$ cat config.mk
export PLATFORM = sky130hd
export DESIGN_NAME = usb_peripheral_irq_status
export DESIGN_NICKNAME = d
export VERILOG_FILES = /design/src/hdl/irq_status_pkg.sv /design/src/hdl/usb_peripheral_irq_status.sv
export SDC_FILE = /design/constraint.sdc
export NUM_CORES = 1
export LEC_CHECK = 0
export BUFFER_PORTS_ARGS = -buffer_cell sky130_fd_sc_hd__buf_2
export CAP_MARGIN = 0
export CORE_ASPECT_RATIO = 1.4
export CORE_MARGIN = 4
export CORE_UTILIZATION = 52
export CTS_BUF_LIST = sky130_fd_sc_hd__clkbuf_8
export DETAILED_ROUTE_END_ITERATION = 8
export PLACE_DENSITY_LB_ADDON = 0.3
export RECOVER_POWER = 50
export SLEW_MARGIN = 10
export SYNTH_ARGS = -nofsm -noshare
export SYNTH_HDL_FRONTEND = slang
export SYNTH_SLANG_ARGS = --single-unit
$ cat constraint.sdc
create_clock -name clock_i -period 3.4 [get_ports clock_i]
set_clock_uncertainty 0.15 [all_clocks]
set_input_delay 0.34 -clock clock_i [delete_from_list [all_inputs] [get_ports clock_i]]
set_output_delay 0.34 -clock clock_i [all_outputs]
set_load 0.02 [all_outputs]
$ cat src/hdl/irq_status_pkg.sv
// package: register map, flag positions and timing for the status collector
package irq_status_pkg;
    // register byte address on the avalon slave
    localparam logic [9:0]  STATUS_ADDR      = 10'h218;
    // flag positions
    localparam int          BUS_RESET_BIT    = 0;
    localparam int          FRAME_START_BIT  = 1;
    localparam int          PSEUDO_FRAME_BIT = 2;
    localparam int          SUSPEND_BIT      = 3;
    localparam int          RESUME_BIT       = 4;
    localparam int          HS_CHANGE_BIT    = 5;
    localparam int          DMA_BIT          = 6;
    localparam int          BUS_POWER_BIT    = 7;
    localparam int          SETUP_BIT        = 8;
    localparam int          CTRL_RX_BIT      = 10;
    localparam int          CTRL_TX_BIT      = 11;
    localparam int          ENDPOINTS        = 8;
    // writable, non-reserved bits: 25..10 and 8..0
    localparam logic [31:0] FLAG_MASK        = 32'h03ff_fdff;
    localparam logic [31:0] STATUS_RESET     = 32'h0000_0000;
    // pseudo frame tick timing
    localparam int          CLOCK_HZ         = 50_000_000;
    localparam int          FS_PERIOD_US     = 1000;
    localparam int          HS_PERIOD_US     = 125;
    localparam int          FS_CYCLES        = CLOCK_HZ / 1_000_000
                                               * FS_PERIOD_US;
    localparam int          HS_CYCLES        = CLOCK_HZ / 1_000_000
                                               * HS_PERIOD_US;
    localparam int          TICK_W           = 16;
endpackage

$ cat src/hdl/usb_peripheral_irq_status.sv
// interrupt status collector with avalon-mm access and one interrupt output
// Operation
// - control endpoint data tx sets bit 11, data rx sets bit 10.
// - endpoint n rx sets bit 10+2n, tx sets bit 11+2n, n=1..7.
// - setup token on endpoint zero sets bit 8.
// - rising edge of vbus indication sets bit 7.
// - any change of the dma reason value sets bit 6.
// - change from full speed into high speed sets bit 5.
// - full-speed suspend never sets the high speed flag.
// - suspended to active transition sets bit 4.
// - active to suspended transition sets bit 3.
// - each internal pseudo frame tick sets bit 2.
// - pseudo tick free runs, 1 ms full speed, 125 us high speed.
// - each received sof or microframe sof sets bit 1.
// - detected bus reset sets bit 0.
// - interrupt output high while any flag is set.
// - writing one clears a flag, zero leaves it alone.
`timescale 1ns/10ps
module usb_peripheral_irq_status (
    input  wire logic        clock_i,
    input  wire logic        arst_n_i,
    // avalon-mm slave
    input  wire logic [9:0]  address_i,
    input  wire logic        read_i,
    input  wire logic        write_i,
    input  wire logic [31:0] writedata_i,
    input  wire logic [3:0]  byteenable_i,
    output logic      [31:0] readdata_o,
    output logic             waitrequest_o,
    // event pulses from controller logic on the same clock
    input  wire logic [irq_status_pkg::ENDPOINTS-1:0] ep_rx_event_i,
    input  wire logic [irq_status_pkg::ENDPOINTS-1:0] ep_tx_event_i,
    input  wire logic        setup_event_i,
    input  wire logic        sof_event_i,
    input  wire logic        bus_reset_event_i,
    // levels from controller logic on the same clock
    input  wire logic [7:0]  dma_reason_i,
    input  wire logic        high_speed_i,
    input  wire logic        suspended_i,
    // vbus comes from a pin: synchronised here
    input  wire logic        vbus_i,
    output logic             irq_o
);
    import irq_status_pkg::*;

    // ------------------------------------------------------------------
    // input synchroniser and previous-value history
    // ------------------------------------------------------------------
    logic        vbus_meta;
    logic        vbus_sync;
    logic        vbus_prev;
    logic [7:0]  dma_prev;
    logic        hs_prev;
    logic        suspend_flag_prev;

    // vbus_meta is read only by vbus_sync
    always_ff @(posedge clock_i or negedge arst_n_i) begin
        if (!arst_n_i) begin
            vbus_meta <= 1'b0;
            vbus_sync <= 1'b0;
            vbus_prev <= 1'b0;
            dma_prev  <= 8'h00;
            hs_prev   <= 1'b0;
            suspend_flag_prev <= 1'b0;
        end else begin
            vbus_meta <= vbus_i;
            vbus_sync <= vbus_meta;
            vbus_prev <= vbus_sync;
            dma_prev  <= dma_reason_i;
            hs_prev   <= high_speed_i;
            suspend_flag_prev <= suspended_i;
        end
    end

    // ------------------------------------------------------------------
    // pseudo frame tick generator
    // ------------------------------------------------------------------
    logic [TICK_W-1:0] tick_count;
    logic [TICK_W-1:0] next_tick_count;
    logic              pseudo_tick;
    logic [TICK_W-1:0] tick_last;

    // free running; not realigned by received sof packets
    always_comb begin
        tick_last = high_speed_i ? TICK_W'(HS_CYCLES - 1)
                                 : TICK_W'(FS_CYCLES - 1);
        pseudo_tick = (tick_count >= tick_last);
        if (pseudo_tick) begin
            next_tick_count = '0;
        end else begin
            next_tick_count = tick_count + TICK_W'(1);
        end
    end

    always_ff @(posedge clock_i or negedge arst_n_i) begin
        if (!arst_n_i) begin
            tick_count <= '0;
        end else begin
            tick_count <= next_tick_count;
        end
    end

    // ------------------------------------------------------------------
    // event collection
    // ------------------------------------------------------------------
    logic [31:0] set_vec;

    always_comb begin
        set_vec = 32'h0000_0000;
        set_vec[CTRL_RX_BIT] = ep_rx_event_i[0];
        set_vec[CTRL_TX_BIT] = ep_tx_event_i[0];
        for (int n = 1; n < ENDPOINTS; n++) begin
            set_vec[CTRL_RX_BIT + 2*n] = ep_rx_event_i[n];
            set_vec[CTRL_TX_BIT + 2*n] = ep_tx_event_i[n];
        end
        set_vec[SETUP_BIT]        = setup_event_i;
        set_vec[BUS_POWER_BIT]    = vbus_sync & ~vbus_prev;
        set_vec[DMA_BIT]          = (dma_reason_i != dma_prev);
        // a drop to full speed or a suspend never raises this one
        set_vec[HS_CHANGE_BIT]    = high_speed_i & ~hs_prev;
        set_vec[RESUME_BIT]       = suspend_flag_prev & ~suspended_i;
        set_vec[SUSPEND_BIT]      = suspended_i & ~suspend_flag_prev;
        set_vec[PSEUDO_FRAME_BIT] = pseudo_tick;
        set_vec[FRAME_START_BIT]  = sof_event_i;
        set_vec[BUS_RESET_BIT]    = bus_reset_event_i;
    end

    // ------------------------------------------------------------------
    // status register, bus slave and interrupt output
    // ------------------------------------------------------------------
    logic [31:0] status;
    logic [31:0] next_status;
    logic [31:0] next_readdata;
    logic        next_waitrequest;
    logic        next_irq;
    logic [31:0] clear_vec;
    logic        hit;
    logic        access;
    logic        commit;

    // one wait state: request seen while waitrequest is high, answered
    // on the next edge; a write only lands at the edge where the master
    // samples waitrequest low, so a stalled master never clears early
    always_comb begin
        hit    = (address_i == STATUS_ADDR);
        access = (read_i | write_i) & waitrequest_o;
        commit = write_i & ~waitrequest_o & hit;
        clear_vec = 32'h0000_0000;
        if (commit) begin
            for (int b = 0; b < 4; b++) begin
                if (byteenable_i[b]) begin
                    clear_vec[b*8 +: 8] = writedata_i[b*8 +: 8];
                end
            end
        end
        // set wins over a clear in the same cycle
        next_status = ((status & ~clear_vec) | set_vec)
                      & FLAG_MASK;
        next_waitrequest = ~access;
        next_readdata = 32'h0000_0000;
        if (access && read_i && hit) begin
            next_readdata = status & FLAG_MASK;
        end
        next_irq = (next_status != 32'h0000_0000);
    end

    always_ff @(posedge clock_i or negedge arst_n_i) begin
        if (!arst_n_i) begin
            status        <= STATUS_RESET;
            readdata_o    <= 32'h0000_0000;
            waitrequest_o <= 1'b1;
            irq_o         <= 1'b0;
        end else begin
            status        <= next_status;
            readdata_o    <= next_readdata;
            waitrequest_o <= next_waitrequest;
            irq_o         <= next_irq;
        end
    end
endmodule

; ---- Yosys cells after proc, flatten, opt, wreduce, memory -nomap -nowiden
; Cells that the tools add are included.
[classes]
eq_ne = 2
muxes = 8
addsub = 1
reduce_logical = 3
bitwise = 17
n_lt_le_gt_ge = 1
[op_table]
columns = op, count
row1 = two-way mux 26 bit, 2
row2 = two-way mux 16 bit, 2
row3 = nonzero test 32 bit, 1
row4 = bitwise AND 26 bit, 1
row5 = NOT 26 bit, 1
row6 = OR 26 bit, 1
row7 = two-way mux 8 bit, 3
row8 = adder 16 x 1 -> 16 bit (second input constant), 1
row9 = greater-or-equal comparator 16 bit, 1
row10 = == test 10 bit (second input constant), 1
row11 = != test 8 bit, 1
row12 = bitwise AND 1 bit, 7
row13 = NOT 1 bit, 6
row14 = logical AND 1 bit, 2
row15 = two-way mux 2 bit, 1
row16 = OR 1 bit, 1
[totals]
ff_bits = 88
output_inout_bits = 34
wordCells = 43
input_bits = 80

; ---- Depth between registers and ports, before layout
[logic_depth]
word_depth = 8
depth_mapped = 8
mapped_depth_nobuf = 8

; ---- Worst setup path after synthesis
; OpenSTA, ideal clock, no wires.
[synth_path]
kind = in2reg
from = input address_i[5]
to = register irq_o
path_stages = 7
arrival_time_ps = 2874
n_path_buf = 1
t_required_ps = 3111
setup_ps = 139
setup_slack_ps = 237
path_cell_list = or4b_1 > buf_2 > or4_1 > a21o_1 > or4_1 > or4_1 > or4_1
[synth_between]
elab_chain_len = 7
[synth_rtl]
columns = element, line
row1 = start: declaration, usb_peripheral_irq_status.sv:23  ; input wire logic [9:0] address_i,
row2 = == test 10 bit, usb_peripheral_irq_status.sv:145  ; hit = (address_i == STATUS_ADDR);
row3 = bitwise AND 1 bit, usb_peripheral_irq_status.sv:147  ; commit = write_i & ~waitrequest_o & hit;
row4 = two-way mux 26 bit, usb_peripheral_irq_status.sv:149  ; if (commit) begin
row5 = NOT 26 bit, usb_peripheral_irq_status.sv:157  ; next_status = ((status & ~clear_vec) | set_vec)
row6 = bitwise AND 26 bit, usb_peripheral_irq_status.sv:157
row7 = OR 26 bit, usb_peripheral_irq_status.sv:157
row8 = via next_status[10], usb_peripheral_irq_status.sv:132  ; logic [31:0] next_status;
row9 = nonzero test 32 bit, usb_peripheral_irq_status.sv:164  ; next_irq = (next_status != 32'h0000_0000);
row10 = via next_irq, usb_peripheral_irq_status.sv:135  ; logic next_irq;
row11 = end signal: assignment, usb_peripheral_irq_status.sv:177  ; irq_o <= next_irq;
row12 = end: declaration, usb_peripheral_irq_status.sv:42  ; output logic irq_o
; The timed path passes the listed nets, and every way through them passes these cells.

; ---- Worst setup path after layout
[layout_path]
from = input address_i[5]
to = register irq_o
[layout_between]
elab_chain_len = 7
[layout_rtl]
columns = element, line
row1 = == test 10 bit, usb_peripheral_irq_status.sv:145
row2 = bitwise AND 1 bit, usb_peripheral_irq_status.sv:147
row3 = two-way mux 26 bit, usb_peripheral_irq_status.sv:149
row4 = NOT 26 bit, usb_peripheral_irq_status.sv:157
row5 = bitwise AND 26 bit, usb_peripheral_irq_status.sv:157
row6 = OR 26 bit, usb_peripheral_irq_status.sv:157
row7 = nonzero test 32 bit, usb_peripheral_irq_status.sv:164
row8 = via next_irq, usb_peripheral_irq_status.sv:135
; The timed path passes the listed nets, and every way through them passes these cells.

==> impl_metrics.tcl <==
set metrics [dict create \
    status "finished, violations left" \
    violations "capacitance limit, slew limit" \
    synthAdderAreaFrac 0.03618 \
    num_antenna_cells 0 \
    post-cts-setup-buffers 0 \
    clock_latency_ns 0.34 \
    core.rowCount 34 \
    fillers 502 \
    setup_viol 0 \
    finalMaxSlewViolations 82 \
    yosysUniqueCellTypes 39 \
    grtUsageTotal 0.1966 \
    critical_path_class "in2reg" \
    fin_cells 499 \
    synth_simple_gate_area_frac 0.1907 \
    wirelength_um 7468 \
    syn_to_final_growth_pct 26.19 \
    die_x_um 76.93 \
    htree_levels 3 \
    post_drt_wl_per_cell_um 14.97 \
    start_util 0.5456 \
    ys.flop_type "dfrtp_1" \
    whs_ns 0.03936 \
    clk_pin_slew_ns 0.08 \
    vias 2623 \
    core_um2 6339 \
    worstPathArrival_ns 3.24 \
    grt_pass1_vias 2682 \
    cts_root_buf "clkbuf_8" \
    synth_top_family_by_area "simple AND/OR/NAND/NOR gates" \
    drt-pass1-iter-count 4 \
    ys_seq_area_frac 0.5865 \
    numCtsBuffers 9 \
    syn_avg_cell_area_um2 11.57 \
    slowest_stage "or4b_1" \
    required_ns 3.46 \
    chipHeight_um 104.5 \
    grt_max_degree 82 \
    cp-start-kind "primary input" \
    nNetsFinal 512 \
    yosysTopAreaCell "dfrtp_1" \
    slowest_delay_ns 0.66 \
    synth-compound-area-share 0.09190 \
    grt_pass1_wl_um 12380 \
    synth_top_area_frac 0.5789 \
    ctsLongestPathBuffers 2 \
    synth-async-reset-ratio 1.000 \
    tns_ns 0 \
    fmax_mhz 314.5 \
    cts.sinks 81 \
    drive_gt1_frac 0.2834 \
    synthXorXnorAreaFrac 0.05572 \
    cts-resized-gates 0 \
    layout_min_cycle_time_ns 3.180 \
    drt-vias-per-instance 5.257 \
    p_leak_nw 2.091 \
    fin_ws_ns 0.2204 \
    drc 0 \
    crit_path_frequent_cell "buf_4" \
    io_buffers 99 \
    worst_pin_slew_ns 1.903 \
    endpoint_kind "register" \
    antenna_left 0 \
    cts_hold_buf 11 \
    path_max_fanout 13 \
    maxCapViolations 1 \
    yosys.cell_count.top_type "dfrtp_1" \
    preCtsSetupSlack_ns -0.1601 \
    syn-cell-area_um2 3458 \
    dp_hpwl_um 5490 \
    ys_ff_latch 81 \
    pin_count 114 \
    synth_warnings 0 \
    die_area_um2 8038 \
    timing.slew.headroom -0.2688 \
    finalHoldViolations 0 \
    ys_top_cells_by_area "dfrtp_1 (58%), and2_1 (4.5%), ha_1 (3.6%)" \
    place.gp.congestion 0.8780 \
    placedCellCount 472 \
    synth_edf_count 0 \
    drt-initial-drc-count 91 \
    grt-ovfl-total 0 \
    powerDensity_nw_per_um2 413.7 \
    path_cells "buf_2, or4b_1, nor4_2, buf_4, nand3_1, a2111oi_0, buf_4, nand4_1, or4_1" \
    postSynthCellCount 299 \
    antenna_found_initial 0 \
    cts_tree "done" \
    netlist_top_cells_count "dfrtp_1 (80), and2_1 (25), nor2_1 (22)" \
    yosys-mux-area-fraction 0 \
    rsz0062_at_grt "false" \
    final.period_utilization 0.9352 \
    hold_path.class "in2reg" \
    vdd_drop_max_uv 361.2 \
]
worst paths after layout:
kind                                  startpoint              to  slack [ns]  cells past startpoint
worst max-delay path                address_i[5]           irq_o        0.22                      9
worst min-delay path            ep_rx_event_i[5]      status[20]        0.04                      2
worst max register to register     tick_count[2]           irq_o        0.48                      7
worst min register to register         vbus_meta       vbus_sync        0.21                      0
max in group asynchronous               arst_n_i   tick_count[3]        1.61                      1
min in group asynchronous               arst_n_i  readdata_o[13]        0.37                      1
cell type report:
| cell class | count | area [um^2] | share of cell area |
|---|---|---|---|
| Clock inverter | 5 | 55.05 | 0.01261 |
| Timing Repair Buffer | 119 | 659.4 | 0.1511 |
| Sequential cell | 81 | 2028 | 0.4647 |
| Tap cell | 72 | 90.09 | 0.02064 |
| Inverter | 14 | 52.55 | 0.01204 |
| Clock buffer | 11 | 151.4 | 0.03469 |
| Multi-Input combinational cell | 197 | 1328 | 0.3042 |
layout by cell type (no fill, tap or decap), types with 5 or more instances in the layout:
master / instances
xnor2_1: 13
clkbuf_1: 11
nand2_1: 12
nor2_1: 22
nand3_1: 14
a2111oi_0: 6
a21o_1: 13
nand4_1: 8
conb_1: 7
ha_1: 10
and2_1: 25
inv_1: 15
buf_2: 87
xor2_1: 9
buf_4: 9
a31oi_1: 7
or4_1: 5
clkbuf_8: 11
dfrtp_1: 80
dlygate4sd3_1: 11
cells by family after synthesis:
logic type | count (synthesis)
AOI/OAI and AO/OA | 45
xor gates and xnor gates | 22
DFF | 81
buffers and inverters | 27
other | 1
adders and majority gates | 10
and+or+nand+nor | 113
stage by stage:
stage               total power [W]  cell area, um^2    util
floorplan                  0.001040             3481       -
global placement           0.001106             4064  0.6411
detailed placement         0.001109             4064  0.6411
CTS                        0.001828             4380  0.6911
global route               0.001884             4364  0.6885
finish                     0.001805             4364  0.6885
registers in the layout, indices dropped and copies added, names as in the netlist:
register           cells
readdata_o            25
status                25
tick_count            16
dma_prev               8
hs_prev                1
irq_o                  1
suspend_flag_prev      1
vbus_meta              1
vbus_prev              1
vbus_sync              1
waitrequest_o          1
critical path: cells and delay by family:
family | cells | cell delay, ns
and+or+nand+nor | 5 | 1.77
AOI/OAI and AO/OA | 1 | 0.58
buffers and inverters | 3 | 0.56
metal layers:
metal,global-route usage,wire [um],up-vias
met1,0.2257,2876,1251
met2,0.3392,3978,77
met3,0.05026,381,21
li1,-,-,1274
met5,0,0,-
met4,0.09197,232,0
where the power goes:
group          internal (W)  switching [W]  leakage, nW
Sequential         0.000974     0.00000620        0.955
Combinational     0.0000526      0.0000643         1.03
Clock              0.000377       0.000332        0.107
Total               0.00140       0.000402         2.09
Note: power is estimated with default switching activity, not from simulation.
